## src/ecc_pkg.sv

```systemverilog
// constants, register map and carrier types of the capture/compare unit
// assumes one 100 MHz clock shared by the bus, the timers and the unit
//
// What this block does
// - up to four unit outputs, each multiplexed onto a general port pin
// - pin steering: 00xx11xx one pin, 10xx11xx two pins, x1xx11xx four
// - value held as low and high byte; bytes and control readable, writable
// - capture/compare use first or third timer by select bits; pwm second
// - qualifying pin event copies full 16-bit selected timer into the value
// - capture on falling, rising, every 4th or every 16th rising edge
// - each capture sets event flag; only a software write clears it
// - a new capture overwrites an unread value without overrun indication
// - event pin should be input; as output a port write can capture
// - mode change may set a false flag; software masks and clears it
// - prescaler counter cleared when unit off or not in capture mode
// - switching prescaler modes keeps the counter; turn off first
// - compare mode compares 16-bit value with selected timer continuously
// - match drives pin high, low, toggles or leaves it; flag set too
// - clearing control forces compare latch low; port latch untouched
// - flag-only compare mode leaves the pin and only sets the flag
// - special event match emits trigger that resets the selected timer (first or third)
// - 0100 fall, 0101 rise, 0110 every 4th, 0111 every 16th rising edge
// - 0010 toggle, 1000 set, 1001 clear, 1010 flag, 1011 special event
// - mode 0000 turns the unit off and clears latch and prescaler; 0001, 0011 reserved
package ecc_pkg;
    localparam logic [7:0] ECC_OFF_LOW = 8'h00;
    localparam logic [7:0] ECC_OFF_HIGH = 8'h04;
    localparam logic [7:0] ECC_OFF_CTRL = 8'h08;
    localparam logic [7:0] ECC_OFF_STAT = 8'h0c;
    localparam logic [7:0] ECC_OFF_TSEL = 8'h10;
    localparam int ECC_STAT_FLAG_BIT = 0;
    localparam int ECC_STAT_LATCH_BIT = 1;
    localparam logic [7:0] ECC_RST_BYTE = 8'h00;
    localparam logic [1:0] ECC_RST_TSEL = 2'h0;
    localparam logic [3:0] ECC_RST_PORT = 4'h0;
    localparam logic [3:0] ECC_PS4_LAST = 4'h3;
    localparam logic [3:0] ECC_PS16_LAST = 4'hf;
    localparam logic [1:0] ECC_RESP_OKAY = 2'h0;
    localparam logic [1:0] ECC_RESP_SLVERR = 2'h2;

    typedef enum logic [3:0] {
        ECC_M_OFF = 4'h0, ECC_M_RSV1 = 4'h1, ECC_M_TOGGLE = 4'h2,
        ECC_M_RSV3 = 4'h3, ECC_M_CAP_FALL = 4'h4, ECC_M_CAP_RISE = 4'h5,
        ECC_M_CAP_4 = 4'h6, ECC_M_CAP_16 = 4'h7, ECC_M_SET = 4'h8,
        ECC_M_CLEAR = 4'h9, ECC_M_FLAG = 4'ha, ECC_M_SPECIAL = 4'hb,
        ECC_M_PWM_0 = 4'hc, ECC_M_PWM_1 = 4'hd, ECC_M_PWM_2 = 4'he,
        ECC_M_PWM_3 = 4'hf
    } ecc_mode_e;

    typedef struct packed {
        logic [1:0] output_config_field;
        logic [1:0] duty_low_bits;
        ecc_mode_e mode_select_field;
    } ecc_ctrl_s;

    typedef struct packed {
        logic [3:0] level;
        logic [3:0] enable;
    } ecc_pins_s;
endpackage

```

## src/ecc_unit.sv

```systemverilog
// capture/compare unit with port pin steering and an AXI4-Lite slave
// assumes timers and port latches on sys_clk_in; pins resolved outside
//
// Design decisions made here: the address map and register access over AXI4-Lite.
`timescale 1ns/1ps
module ecc_unit #(
    parameter int ADDR_W = 8
) (
    input wire logic sys_clk_in,
    input wire logic rst_b_in,
    input wire logic [ADDR_W-1:0] s_axi_awaddr_in,
    input wire logic s_axi_awvalid_in,
    output logic s_axi_awready_out,
    input wire logic [31:0] s_axi_wdata_in,
    input wire logic [3:0] s_axi_wstrb_in,
    input wire logic s_axi_wvalid_in,
    output logic s_axi_wready_out,
    output logic [1:0] s_axi_bresp_out,
    output logic s_axi_bvalid_out,
    input wire logic s_axi_bready_in,
    input wire logic [ADDR_W-1:0] s_axi_araddr_in,
    input wire logic s_axi_arvalid_in,
    output logic s_axi_arready_out,
    output logic [31:0] s_axi_rdata_out,
    output logic [1:0] s_axi_rresp_out,
    output logic s_axi_rvalid_out,
    input wire logic s_axi_rready_in,
    input wire logic [15:0] first_timer_count_in,
    input wire logic [15:0] third_timer_count_in,
    input wire logic conv_enable_in,
    input wire logic [3:0] pwm_level_in,
    input wire logic [3:0] port_data_in,
    input wire logic [3:0] port_direction_in,
    input wire logic [3:0] pin_in,
    output logic [3:0] pin_out,
    output logic [3:0] pin_oe_out,
    output logic first_timer_reset_out,
    output logic third_timer_reset_out,
    output logic conv_start_out
);

    if (ADDR_W < 5 || ADDR_W > 32) begin : g_addr_check
        $error("ecc_unit: ADDR_W must lie in 5..32");
    end

    ////////////////////////////////////////////////////////////////////////
    // register state

    logic [7:0] low_reg;
    logic [7:0] high_reg;
    ecc_pkg::ecc_ctrl_s ctrl_reg;
    logic [1:0] tsel_reg;
    logic flag_reg;
    logic latch_reg;
    logic [3:0] ps_cnt_reg;
    logic [2:0] pin_sync_reg;
    logic match_prev_reg;

    ////////////////////////////////////////////////////////////////////////
    // AXI4-Lite write side: address and data taken in either order

    logic aw_full_reg;
    logic w_full_reg;
    logic [ADDR_W-1:0] aw_addr_reg;
    logic [31:0] w_data_reg;
    logic [3:0] w_strb_reg;
    logic wr_go;
    logic [7:0] wr_off;
    logic wr_lane0;
    logic wr_hit;

    assign s_axi_awready_out = !aw_full_reg && !s_axi_bvalid_out;
    assign s_axi_wready_out = !w_full_reg && !s_axi_bvalid_out;
    assign wr_go = aw_full_reg && w_full_reg && !s_axi_bvalid_out;
    assign wr_off = 8'(aw_addr_reg);
    assign wr_lane0 = w_strb_reg[0];
    assign wr_hit = (aw_addr_reg[ADDR_W-1:0] >> 8) == '0 &&
        aw_addr_reg[1:0] == 2'h0 &&
        (wr_off == ecc_pkg::ECC_OFF_LOW || wr_off == ecc_pkg::ECC_OFF_HIGH ||
         wr_off == ecc_pkg::ECC_OFF_CTRL || wr_off == ecc_pkg::ECC_OFF_STAT ||
         wr_off == ecc_pkg::ECC_OFF_TSEL);

    always_ff @(posedge sys_clk_in or negedge rst_b_in) begin
        if (!rst_b_in) begin
            aw_full_reg <= 1'b0;
            w_full_reg <= 1'b0;
            aw_addr_reg <= '0;
            w_data_reg <= 32'h0000_0000;
            w_strb_reg <= 4'h0;
            s_axi_bvalid_out <= 1'b0;
            s_axi_bresp_out <= ecc_pkg::ECC_RESP_OKAY;
        end else begin
            if (s_axi_awvalid_in && s_axi_awready_out) begin
                aw_full_reg <= 1'b1;
                aw_addr_reg <= s_axi_awaddr_in;
            end
            if (s_axi_wvalid_in && s_axi_wready_out) begin
                w_full_reg <= 1'b1;
                w_data_reg <= s_axi_wdata_in;
                w_strb_reg <= s_axi_wstrb_in;
            end
            if (wr_go) begin
                aw_full_reg <= 1'b0;
                w_full_reg <= 1'b0;
                s_axi_bvalid_out <= 1'b1;
                s_axi_bresp_out <= wr_hit ? ecc_pkg::ECC_RESP_OKAY :
                    ecc_pkg::ECC_RESP_SLVERR;
            end else if (s_axi_bvalid_out && s_axi_bready_in) begin
                s_axi_bvalid_out <= 1'b0;
            end
        end
    end

    logic wr_low;
    logic wr_high;
    logic wr_ctrl;
    logic wr_stat;
    logic wr_tsel;
    assign wr_low = wr_go && wr_hit && wr_lane0 &&
        wr_off == ecc_pkg::ECC_OFF_LOW;
    assign wr_high = wr_go && wr_hit && wr_lane0 &&
        wr_off == ecc_pkg::ECC_OFF_HIGH;
    assign wr_ctrl = wr_go && wr_hit && wr_lane0 &&
        wr_off == ecc_pkg::ECC_OFF_CTRL;
    assign wr_stat = wr_go && wr_hit && wr_lane0 &&
        wr_off == ecc_pkg::ECC_OFF_STAT;
    assign wr_tsel = wr_go && wr_hit && wr_lane0 &&
        wr_off == ecc_pkg::ECC_OFF_TSEL;

    ////////////////////////////////////////////////////////////////////////
    // AXI4-Lite read side: one cycle from address to data

    logic [7:0] rd_off;
    logic rd_aligned;
    assign s_axi_arready_out = !s_axi_rvalid_out;
    assign rd_off = 8'(s_axi_araddr_in);
    assign rd_aligned = (s_axi_araddr_in >> 8) == '0 &&
        s_axi_araddr_in[1:0] == 2'h0;

    always_ff @(posedge sys_clk_in or negedge rst_b_in) begin
        if (!rst_b_in) begin
            s_axi_rvalid_out <= 1'b0;
            s_axi_rdata_out <= 32'h0000_0000;
            s_axi_rresp_out <= ecc_pkg::ECC_RESP_OKAY;
        end else if (s_axi_arvalid_in && s_axi_arready_out) begin
            s_axi_rvalid_out <= 1'b1;
            s_axi_rresp_out <= ecc_pkg::ECC_RESP_OKAY;
            s_axi_rdata_out <= 32'h0000_0000;
            if (!rd_aligned) begin
                s_axi_rresp_out <= ecc_pkg::ECC_RESP_SLVERR;
            end else if (rd_off == ecc_pkg::ECC_OFF_LOW) begin
                s_axi_rdata_out <= {24'h00_0000, low_reg};
            end else if (rd_off == ecc_pkg::ECC_OFF_HIGH) begin
                s_axi_rdata_out <= {24'h00_0000, high_reg};
            end else if (rd_off == ecc_pkg::ECC_OFF_CTRL) begin
                s_axi_rdata_out <= {24'h00_0000, ctrl_reg};
            end else if (rd_off == ecc_pkg::ECC_OFF_STAT) begin
                s_axi_rdata_out <= {30'h0000_0000, latch_reg, flag_reg};
            end else if (rd_off == ecc_pkg::ECC_OFF_TSEL) begin
                s_axi_rdata_out <= {30'h0000_0000, tsel_reg};
            end else begin
                s_axi_rresp_out <= ecc_pkg::ECC_RESP_SLVERR;
            end
        end else if (s_axi_rvalid_out && s_axi_rready_in) begin
            s_axi_rvalid_out <= 1'b0;
        end
    end

    ////////////////////////////////////////////////////////////////////////
    // mode decode, timer select and event detection

    ecc_pkg::ecc_mode_e mode;
    logic is_capture;
    logic is_compare;
    logic is_pwm;
    logic [15:0] timer_sel;
    logic [15:0] value;
    logic pin_rise;
    logic pin_fall;
    logic cap_event;
    logic match_now;
    logic match_event;

    assign mode = ctrl_reg.mode_select_field;
    assign is_capture = mode[3:2] == 2'h1;
    assign is_pwm = mode[3:2] == 2'h3;
    assign is_compare = mode == ecc_pkg::ECC_M_TOGGLE ||
        mode[3:2] == 2'h2;
    assign timer_sel = tsel_reg == 2'h0 ? first_timer_count_in :
        third_timer_count_in;
    assign value = {high_reg, low_reg};
    // stage 0 only feeds stage 1; edges are seen between stages 1 and 2
    assign pin_rise = pin_sync_reg[1] && !pin_sync_reg[2];
    assign pin_fall = !pin_sync_reg[1] && pin_sync_reg[2];
    assign match_now = is_compare && value == timer_sel;
    // a slow timer sits on one value many cycles; act on arrival only
    assign match_event = match_now && !match_prev_reg;

    always_comb begin
        cap_event = 1'b0;
        unique case (mode)
            ecc_pkg::ECC_M_CAP_FALL: cap_event = pin_fall;
            ecc_pkg::ECC_M_CAP_RISE: cap_event = pin_rise;
            ecc_pkg::ECC_M_CAP_4:
                cap_event = pin_rise && ps_cnt_reg[1:0] ==
                    ecc_pkg::ECC_PS4_LAST[1:0];
            ecc_pkg::ECC_M_CAP_16:
                cap_event = pin_rise &&
                    ps_cnt_reg == ecc_pkg::ECC_PS16_LAST;
            default: cap_event = 1'b0;
        endcase
    end

    always_ff @(posedge sys_clk_in or negedge rst_b_in) begin
        if (!rst_b_in) begin
            pin_sync_reg <= 3'h0;
        end else begin
            pin_sync_reg <= {pin_sync_reg[1:0], pin_in[0]};
        end
    end

    always_ff @(posedge sys_clk_in or negedge rst_b_in) begin
        if (!rst_b_in) begin
            ps_cnt_reg <= 4'h0;
        end else if (!is_capture) begin
            ps_cnt_reg <= 4'h0;
        end else if (pin_rise && (mode == ecc_pkg::ECC_M_CAP_4 ||
                mode == ecc_pkg::ECC_M_CAP_16)) begin
            // counter is kept across prescaler changes inside capture
            ps_cnt_reg <= cap_event ? 4'h0 : ps_cnt_reg + 4'h1;
        end
    end

    always_ff @(posedge sys_clk_in or negedge rst_b_in) begin
        if (!rst_b_in) begin
            match_prev_reg <= 1'b0;
        end else begin
            match_prev_reg <= match_now;
        end
    end

    ////////////////////////////////////////////////////////////////////////
    // software registers; a capture beats a same-cycle byte write

    always_ff @(posedge sys_clk_in or negedge rst_b_in) begin
        if (!rst_b_in) begin
            low_reg <= ecc_pkg::ECC_RST_BYTE;
            high_reg <= ecc_pkg::ECC_RST_BYTE;
        end else if (cap_event) begin
            low_reg <= timer_sel[7:0];
            high_reg <= timer_sel[15:8];
        end else begin
            if (wr_low) begin
                low_reg <= w_data_reg[7:0];
            end
            if (wr_high) begin
                high_reg <= w_data_reg[7:0];
            end
        end
    end

    always_ff @(posedge sys_clk_in or negedge rst_b_in) begin
        if (!rst_b_in) begin
            ctrl_reg <= ecc_pkg::ecc_ctrl_s'(ecc_pkg::ECC_RST_BYTE);
            tsel_reg <= ecc_pkg::ECC_RST_TSEL;
        end else begin
            if (wr_ctrl) begin
                ctrl_reg <= ecc_pkg::ecc_ctrl_s'(w_data_reg[7:0]);
            end
            if (wr_tsel) begin
                tsel_reg <= w_data_reg[1:0];
            end
        end
    end

    always_ff @(posedge sys_clk_in or negedge rst_b_in) begin
        if (!rst_b_in) begin
            flag_reg <= 1'b0;
        end else if (cap_event || match_event) begin
            flag_reg <= 1'b1;
        end else if (wr_stat && w_data_reg[ecc_pkg::ECC_STAT_FLAG_BIT]) begin
            flag_reg <= 1'b0;
        end
    end

    always_ff @(posedge sys_clk_in or negedge rst_b_in) begin
        if (!rst_b_in) begin
            latch_reg <= 1'b0;
        end else if (mode == ecc_pkg::ECC_M_OFF) begin
            latch_reg <= 1'b0;
        end else if (match_event) begin
            unique case (mode)
                ecc_pkg::ECC_M_TOGGLE: latch_reg <= !latch_reg;
                ecc_pkg::ECC_M_SET: latch_reg <= 1'b1;
                ecc_pkg::ECC_M_CLEAR: latch_reg <= 1'b0;
                default: latch_reg <= latch_reg;
            endcase
        end
    end

    ////////////////////////////////////////////////////////////////////////
    // special event trigger and pin steering

    always_ff @(posedge sys_clk_in or negedge rst_b_in) begin
        if (!rst_b_in) begin
            first_timer_reset_out <= 1'b0;
            third_timer_reset_out <= 1'b0;
            conv_start_out <= 1'b0;
        end else begin
            first_timer_reset_out <= match_event &&
                mode == ecc_pkg::ECC_M_SPECIAL && tsel_reg == 2'h0;
            third_timer_reset_out <= match_event &&
                mode == ecc_pkg::ECC_M_SPECIAL && tsel_reg != 2'h0;
            conv_start_out <= match_event && conv_enable_in &&
                mode == ecc_pkg::ECC_M_SPECIAL;
        end
    end

    ecc_pkg::ecc_pins_s pins;
    logic [3:0] owned;
    logic [3:0] unit_level;

    always_comb begin
        owned = 4'h0;
        unit_level = pwm_level_in;
        if (is_pwm) begin
            owned = 4'h1;
            if (ctrl_reg.output_config_field[0]) begin
                owned = 4'hf;
            end else if (ctrl_reg.output_config_field[1]) begin
                owned = 4'h3;
            end
        end else if (is_compare) begin
            owned = 4'h1;
            unit_level[0] = latch_reg;
        end
        // the port latch itself is never touched, only bypassed
        pins.level = (owned & unit_level) | (~owned & port_data_in);
        pins.enable = ~port_direction_in;
    end

    always_ff @(posedge sys_clk_in or negedge rst_b_in) begin
        if (!rst_b_in) begin
            pin_out <= ecc_pkg::ECC_RST_PORT;
            pin_oe_out <= ecc_pkg::ECC_RST_PORT;
        end else begin
            pin_out <= pins.level;
            pin_oe_out <= pins.enable;
        end
    end

    ////////////////////////////////////////////////////////////////////////
    // assertions

    prescale_clear_a: assert property (@(posedge sys_clk_in)
        disable iff (!rst_b_in) !is_capture |=> ps_cnt_reg == 4'h0)
        else $error("prescaler not cleared outside capture");
    capture_copy_a: assert property (@(posedge sys_clk_in)
        disable iff (!rst_b_in)
        cap_event |=> value == $past(timer_sel))
        else $error("capture did not copy selected timer");
    flag_set_a: assert property (@(posedge sys_clk_in)
        disable iff (!rst_b_in) cap_event || match_event |=> flag_reg)
        else $error("event did not set flag");
    flag_hold_a: assert property (@(posedge sys_clk_in)
        disable iff (!rst_b_in)
        flag_reg && !wr_stat |=> flag_reg)
        else $error("flag cleared without software write");
    off_latch_a: assert property (@(posedge sys_clk_in)
        disable iff (!rst_b_in)
        mode == ecc_pkg::ECC_M_OFF |=> !latch_reg)
        else $error("compare latch not low while off");
    set_match_a: assert property (@(posedge sys_clk_in)
        disable iff (!rst_b_in)
        match_event && mode == ecc_pkg::ECC_M_SET |=> latch_reg)
        else $error("set on match failed");
    toggle_match_a: assert property (@(posedge sys_clk_in)
        disable iff (!rst_b_in)
        match_event && mode == ecc_pkg::ECC_M_TOGGLE
        |=> latch_reg != $past(latch_reg))
        else $error("toggle on match failed");
    flag_only_a: assert property (@(posedge sys_clk_in)
        disable iff (!rst_b_in)
        mode == ecc_pkg::ECC_M_FLAG && $past(mode) == ecc_pkg::ECC_M_FLAG
        |-> $stable(latch_reg))
        else $error("flag-only mode moved the latch");
    special_trig_a: assert property (@(posedge sys_clk_in)
        disable iff (!rst_b_in)
        match_event && mode == ecc_pkg::ECC_M_SPECIAL && tsel_reg == 2'h0
        |=> first_timer_reset_out ##1 !first_timer_reset_out)
        else $error("special trigger not a single pulse");
    rise_sixteen_a: assert property (@(posedge sys_clk_in)
        disable iff (!rst_b_in)
        mode == ecc_pkg::ECC_M_CAP_16 && pin_rise
        |=> ps_cnt_reg == $past(ps_cnt_reg) + 4'h1)
        else $error("sixteenth edge capture at wrong count");
    quad_steer_a: assert property (@(posedge sys_clk_in)
        disable iff (!rst_b_in)
        is_pwm && ctrl_reg.output_config_field[0]
        |=> pin_out == $past(pwm_level_in))
        else $error("quad steering did not pass all outputs");

    capture_seen_c: cover property (@(posedge sys_clk_in)
        disable iff (!rst_b_in) cap_event ##[1:50] cap_event);
    toggle_seen_c: cover property (@(posedge sys_clk_in)
        disable iff (!rst_b_in)
        match_event && mode == ecc_pkg::ECC_M_TOGGLE);
    special_seen_c: cover property (@(posedge sys_clk_in)
        disable iff (!rst_b_in) first_timer_reset_out);
    set_clear_race_c: cover property (@(posedge sys_clk_in)
        disable iff (!rst_b_in) cap_event && wr_stat);

endmodule // ecc_unit

```

## config.mk

```make
export PLATFORM = sky130hd
export DESIGN_NAME = ecc_unit
export DESIGN_NICKNAME = d
export VERILOG_FILES = /design/src/ecc_pkg.sv /design/src/ecc_unit.sv
export SDC_FILE = /design/constraint.sdc
export NUM_CORES = 1
export LEC_CHECK = 0
export BUFFER_PORTS_ARGS = -buffer_cell sky130_fd_sc_hd__buf_2
export CAP_MARGIN = 25
export CORE_UTILIZATION = 54
export DETAILED_ROUTE_END_ITERATION = 7
export PLACE_DENSITY_LB_ADDON = 0.1
export REMOVE_ABC_BUFFERS = 1
export SYNTH_ARGS = -nofsm -noshare
export SYNTH_HDL_FRONTEND = slang
export SYNTH_SLANG_ARGS = --single-unit
```

## constraint.sdc

```tcl
create_clock -name sys_clk_in -period 4.4 [get_ports sys_clk_in]
set_clock_uncertainty 0.1 [all_clocks]
set_input_delay 0.22 -clock sys_clk_in [delete_from_list [all_inputs] [get_ports sys_clk_in]]
set_output_delay 0.22 -clock sys_clk_in [all_outputs]
set_load 0.05 [all_outputs]
```

==> results of run 1 <==
-- cell families after synthesis --
group / count (synthesis)
AND/OR/NAND/NOR: 129
AO/OA/AOI/OAI: 94
flip-flops: 78
buffers and inverters: 69
multiplexers: 61
XOR/XNOR: 7
adder cells (fa/ha/maj): 1
other: 1
-- worst reg2reg max path, cell delays in order (launching register included) --
cell and delay (ps):
dfrtp_1 420, or2_1 390, buf_16 230, or4_4 560, a2111oi_4 450, nand4_4 210, nor4b_2 300, nor3_1 80
-- per-stage QoR --
step	util, %	cell area (um^2)	cells	hold WS, ps	power (mW)
2_1_floorplan	-	4170	421	-176	1.74
3_3_place_gp	62.2	4830	628	230	1.98
4_1_cts	66.8	5190	661	0.727	2.52
6_report	67.9	5270	668	5.11	2.51
3_5_place_dp	62.5	4860	629	233	2.03
5_1_grt	67.9	5270	668	1.09	2.67
-- cells in the mapped netlist (3+ instances only) --
| master | n | area (um^2) |
|---|---|---|
| and2_1 | 8 | 50.1 |
| a21oi_1 | 34 | 170 |
| nand3b_1 | 3 | 22.5 |
| a22oi_1 | 3 | 22.5 |
| nand2_1 | 22 | 82.6 |
| nor3_1 | 7 | 35.0 |
| nor2_1 | 44 | 165 |
| mux2i_1 | 30 | 300 |
| nor4_1 | 4 | 25.0 |
| nor2b_1 | 8 | 50.1 |
| clkbuf_1 | 13 | 48.8 |
| xnor2_1 | 5 | 43.8 |
| o31ai_1 | 8 | 60.1 |
| buf_4 | 26 | 195 |
| dfrtp_1 | 78 | 1950 |
| nand2b_1 | 7 | 43.8 |
| a211oi_1 | 9 | 67.6 |
| a21o_1 | 4 | 30.0 |
| o21bai_1 | 4 | 30.0 |
| mux2_2 | 30 | 338 |
| nand3_1 | 8 | 40.0 |
| o22ai_1 | 3 | 18.8 |
| inv_1 | 25 | 93.8 |
| o21ai_0 | 10 | 50.1 |
| a31oi_1 | 4 | 25.0 |
| buf_1 | 3 | 11.3 |
| nand4_1 | 4 | 25.0 |
-- final timing paths --
kind | slack (ps) | end | cells past startpoint
max | 1560 | latch_reg | 7
min | 5 | w_data_reg[2] | 2
max reg2reg | 1560 | latch_reg | 7
min reg2reg | 270 | pin_sync_reg[1] | 0
max in group asynchronous | 3450 | ctrl_reg[5] | 3
min in group asynchronous | 170 | pin_out[1] | 2
-- power by group --
part	leakage, nW	switching [mW]	internal [mW]	total (mW)
clock network	0.0829	0.272	0.208	0.479
registers	0.981	0.219	0.907	1.13
logic	1.53	0.511	0.396	0.907
-- timing repair --
action,4_1_cts,5_1_grt
hold endpoints to repair,91,5
gates resized for setup,0,0
hold buffers,16,5
-- cell type report --
cell class | instances | area [um^2]
Sequential cell | 78 | 1950
Clock inverter | 6 | 46.3
Tap cell | 102 | 128
Clock buffer | 10 | 128
Fill cell | 655 | 2490
Multi-Input combinational cell | 318 | 2120
Inverter | 25 | 93.8
Timing Repair Buffer | 129 | 803
-- metal layers --
metal / vias to the layer above / GRT usage, % / share of wire, %
met5: - / 0 / 0
met4: 0 / 8.72 / 2.2
met3: 22 / 5.47 / 5.6
met2: 119 / 42.6 / 50
met1: 1771 / 32.0 / 42
li1: 1752 / - / -
==> summary.txt, run 1 <==
Min path
  – Hold Crit Start: s_axi_wdata_in[2]
  – Min-Delay Path Class: primary input to flop

Yosys
  – Post-Synth XOR/XNOR Area: 1.41%
  – Ys async rst share: 100%
  – Synth Cell Area: 4350 um^2
  – Synth Warn #: 0
  – Post-synthesis compound-gate area fraction: 14.5%
  – Largest family of logic cells by synthesized area: simple AND/OR/NAND/NOR gates
  – Flops & latches, synth: 78
  – Simple-gate area share of the yosys netlist: 15.3%
  – Number of synthesized flops with an enable pin: 0
  – Post-synthesis sequential area ratio: 44.8%
  – Adder-Cell Fraction of Synth Area: 0.287%
  – Mux cell area share after synthesis: 15.0%
  – Mapped Cells: 440
  – Post-synthesis area per instance: 9.90 um^2
  – Post-synthesis cell type count: 56
  – Ys flop type: dfrtp_1

Routing
  – WL final: 10.0 mm
  – DR WL/cell: 15.0 um
  – Post-DRT Antenna Nets: 0
  – Via density: 5.49
  – Count of TritonRoute iterations in the first routing pass: 4
  – Vias post-DR: 3664
  – DRC Markers: 0
  – 1st-iter DRT viols: 172

Floorplan
  – Initial cell density of the core: 56.1%
  – Ports: 160
  – Die span in x: 91.8 um
  – Die ar.: 8430 um^2
  – Core box area: 7770 um^2
  – # rows: 32
  – Die H: 91.8 um

Pwr
  – VDD IR-drop max: 0.295 mV
  – LEAKAGE: 2.59 nW
  – Power per cell area: 476 nW/um^2

Finish
  – Most frequent cells in the layout: 103 x buf_2, 78 x dfrtp_1, 44 x nor2_1
  – Area growth syn-to-layout: 21.1%
  – Antenna Cells: 0
  – Share of cells above drive strength 1: 28.6%
  – Final net count: 670
  – Commonest non-fill, non-tap cell in the layout: buf_2

Timing
  – Final worst setup slack: 1560 ps
  – # setup viols final: 0
  – Minimum clock period: 2840 ps
  – Slew Limit Fails: 0
  – Period utilization: 64.6%
  – Slew HR: 56.7%
  – Final-report hold violation count: 0
  – Worst-margin pin slew: 647 ps
  – Unrepaired setup endpoints after global routing: no
  – Setup TNS Final: 0 ps
  – Max Clk Rate: 0.352 GHz

Critical path
  – Crit-path slowest cell: or4_4
  – Crit path launch: tsel_reg[1]
  – CP max stage delay: 550 ps
  – Arr. time, crit path: 2970 ps
  – Worst Setup End Kind: flop
  – CP max FO: 26
  – Buffers and inverters on the worst path: 1
  – Cell Chain, Critical Path: or2_1 > buf_16 > or4_4 > a2111oi_4 > nand4_4 > nor4b_2 > nor3_1
  – CP Class: flop to flop
  – Worst setup SP type: flop
  – WP data required: 4530 ps
  – Crit-path leading delay family: simple AND/OR/NAND/NOR gates
  – Worst reg2reg startpoint: tsel_reg[1]

Clock network
  – Setup Buffers After CTS: 0
  – Clk buf depth: 2
  – H-tree depth: 3
  – Clk_lat worst skew: 350 ps
  – CTS Sinks: 78
  – CTS Buf Count: 9
  – Worst-path clk slew: 80 ps
  – Cell at the root of the clock tree: clkbuf_8
  – CTS tree: yes

Run status
  – Outcome: complete, no violations

Run
  – Max_cap viols: 0

Global route
  – Initial antenna violation count: 0
  – Global-route wire length before repair: 16.5 mm
  – Remaining Overflow, GRT: 0
  – Gr usage total: 25.2%
  – Largest net degree at the start of global routing: 79
  – Vias in the first global route: 3546

Placement
  – DP Wirelength: 7.25 mm
  – Place WS: 1590 ps
  – GPL Wtd Cong: 0.901
  – PortBufs: 103
Power figures use the tool's default switching activity.
==> inputs of run 2 (changes only) <==
--- a/config.mk
+++ b/config.mk
@@ -7,7 +7,7 @@
 export LEC_CHECK = 0
 export BUFFER_PORTS_ARGS = -buffer_cell sky130_fd_sc_hd__buf_2
 export CAP_MARGIN = 25
-export CORE_UTILIZATION = 54
+export CORE_UTILIZATION = 45
 export DETAILED_ROUTE_END_ITERATION = 7
 export PLACE_DENSITY_LB_ADDON = 0.1
 export REMOVE_ABC_BUFFERS = 1
==> constraint.sdc (replaced) <==
create_clock -name sys_clk_in -period 2.56 [get_ports sys_clk_in]
set_clock_uncertainty 0.1 [all_clocks]
set_input_delay 0.128 -clock sys_clk_in [delete_from_list [all_inputs] [get_ports sys_clk_in]]
set_output_delay 0.128 -clock sys_clk_in [all_outputs]
set_load 0.05 [all_outputs]
==> run 2 against run 1 <==
Effect of this change:
- design area increased by 5.7%
- utilization decreased by 8.1 points
- die area increased by 20%
- sequential power increased by 71%
- register-to-register slack got worse by 1500 ps
- power increased by 74%
- critical path type unchanged
- highest routed layer unchanged
==> summary.txt, run 2 (synthesized netlist as in run 1, its figures left out) <==
Global route
  – Global-route wire length before repair: 17.3 mm (+5.1%)
  – Gr usage total: 22.4% (-2.8 points)
  – Remaining Overflow, GRT: 0 (unchanged)
  – Largest net degree at the start of global routing: 79 (unchanged)
  – Vias in the first global route: 3608 (+1.7%)
  – Initial antenna violation count: 0 (unchanged)

Min path
  – Hold worst-path end: high_reg[4]
  – Hold Crit Start: third_timer_count_in[12]
  – Worst hold stages: 3 (+1)
  – Min-Delay Path Class: primary input to flop

Critical path
  – Worst Setup End Kind: flop
  – WP data required: 2690 ps (-1840 ps)
  – Worst reg2reg startpoint: tsel_reg[1]
  – Crit path launch: tsel_reg[1]
  – Register-to-Register Path Depth: 6 (-1)
  – Worst setup SP type: flop
  – Arr. time, crit path: 2580 ps (-390 ps)
  – R2r endpoint: latch_reg
  – CP max FO: 6 (-77%)
  – R2R setup slack: 100 ps (-1460 ps)
  – CP Class: flop to flop

Timing
  – Period utilization: 96.0% (+31 points)
  – Final-report hold violation count: 0 (unchanged)
  – Unrepaired setup endpoints after global routing: yes
  – Max Clk Rate: 0.407 GHz (+16%)
  – Minimum clock period: 2460 ps (-384 ps)
  – # setup viols final: 0 (unchanged)
  – Final worst setup slack: 103 ps (-1460 ps)
  – Worst hold slack: 11.5 ps (+6.37 ps)
  – Slew HR: 61.0% (+4.3 points)
  – Worst-margin pin slew: 584 ps (-62.4 ps)
  – Slew Limit Fails: 0 (unchanged)

Clock network
  – CTS Sinks: 78 (unchanged)
  – Worst-path clk slew: 80 ps (about the same)
  – H-tree depth: 3 (unchanged)
  – Clk buf depth: 2 (unchanged)
  – CTS Buf Count: 9 (unchanged)
  – Clk_lat worst skew: 350 ps (about the same)
  – Cell at the root of the clock tree: clkbuf_8
  – CTS tree: yes

Finish
  – Final net count: 698 (+4.2%)
  – Antenna Cells: 0 (unchanged)
  – Fin cells: 723 (+8.2%)
  – Area growth syn-to-layout: 28.0%
  – Commonest non-fill, non-tap cell in the layout: buf_2
  – Most frequent cells in the layout: 102 x buf_2, 78 x dfrtp_1, 44 x nor2_1
  – Fill count: 822 (+25%)
  – Share of cells above drive strength 1: 28.5% (-0.17 points)

Placement
  – PortBufs: 103 (unchanged)
  – DP Wirelength: 7.70 mm (+6.2%)
  – Inst Count DP: 663 (+5.4%)
  – Place WS: 99.6 ps (-1490 ps)
  – GPL Wtd Cong: 0.780 (-13%)

Routing
  – DRC Markers: 0 (unchanged)
  – Post-DRT Antenna Nets: 0 (unchanged)
  – WL final: 10.8 mm (+7.7%)
  – 1st-iter DRT viols: 143 (-17%)
  – Count of TritonRoute iterations in the first routing pass: 4 (unchanged)
  – DR WL/cell: 14.9 um (-0.50%)
  – Vias post-DR: 3649 (-0.41%)
  – Via density: 5.05 (-8.0%)

Floorplan
  – Die span in x: 100 um (+9.3%)
  – Initial cell density of the core: 46.7% (-9.4 points)
  – Die H: 100 um (+9.3%)
  – # rows: 35 (+9.4%)
  – Ports: 160 (unchanged)
  – Core box area: 9330 um^2 (+20%)
  – Die ar.: 10100 um^2 (+20%)

Pwr
  – VDD IR-drop max: 0.470 mV (+59%)
  – Power per cell area: 785 nW/um^2 (+65%)
  – Total power: 4.38 mW (+74%)
  – LEAKAGE: 2.71 nW (+4.5%)

Run
  – Max_cap viols: 0 (unchanged)

Run status
  – Outcome: complete, no violations
[run 2: cell type report]
class                      instances  area [um^2]  share of cell area [%]
multi-input combinational        318         2120                    38.1
sequential                        78         1950                    35.0
timing repair buffer             157         1070                    19.3
tap                              129          161                    2.90
clock buffer                      11          131                    2.36
inverter                          25         93.8                    1.68
clock inverter                     5         36.3                   0.651
[run 2: worst max-delay path, stage by stage (launching register included)]
cell and delay (ps):
dfrtp_1 390, or2_4 270, or4_4 550, a2111oi_4 490
nand4_4 210, nor4b_2 250, nor3_1 80
[run 2: repair_timing]
action                                 4_1_cts  5_1_grt
resized for setup                            0        1
hold buffers                                42        0
setup endpoints to repair                    0        4
endpoints found under the hold margin      115        0
buffers inserted                             0        1
[run 2: stage by stage]
step                instance area (um^2)  util (%)  TNS [ps]
detailed placement                  4950      53.0         0
floorplan                           4170         -      -139
global placement                    4950      53.0         0
finish                              5570      59.7         0
global route                        5570      59.7     -87.6
CTS                                 5540      59.3         0
[run 2: how the worst max path moves through the flow]
stage | cells past startpoint | slack [ps] | to
floorplan | 6 | -110 | latch_reg
global placement | 6 | 120 | latch_reg
detailed placement | 6 | 100 | latch_reg
CTS | 6 | 60 | latch_reg
global route | 5 | -40 | first_timer_reset_out
finish | 6 | 100 | latch_reg
[run 2: power by group]
group / total (mW) / internal, mW / switching (mW) / leakage, nW
sequential: 1.93 / 1.56 / 0.370 / 0.981
combinational: 1.64 / 0.727 / 0.910 / 1.65
clock: 0.809 / 0.352 / 0.457 / 0.0755
total: 4.38 / 2.64 / 1.74 / 2.71
[run 2: metal layers]
layer / wire [um] / up-vias / global-route usage [%]
met3: 413 / 15 / 3.62
li1: - / 1802 / -
met2: 5420 / 93 / 38.8
met5: 0 / - / 0
met1: 4800 / 1739 / 28.6
met4: 171 / 0 / 7.36
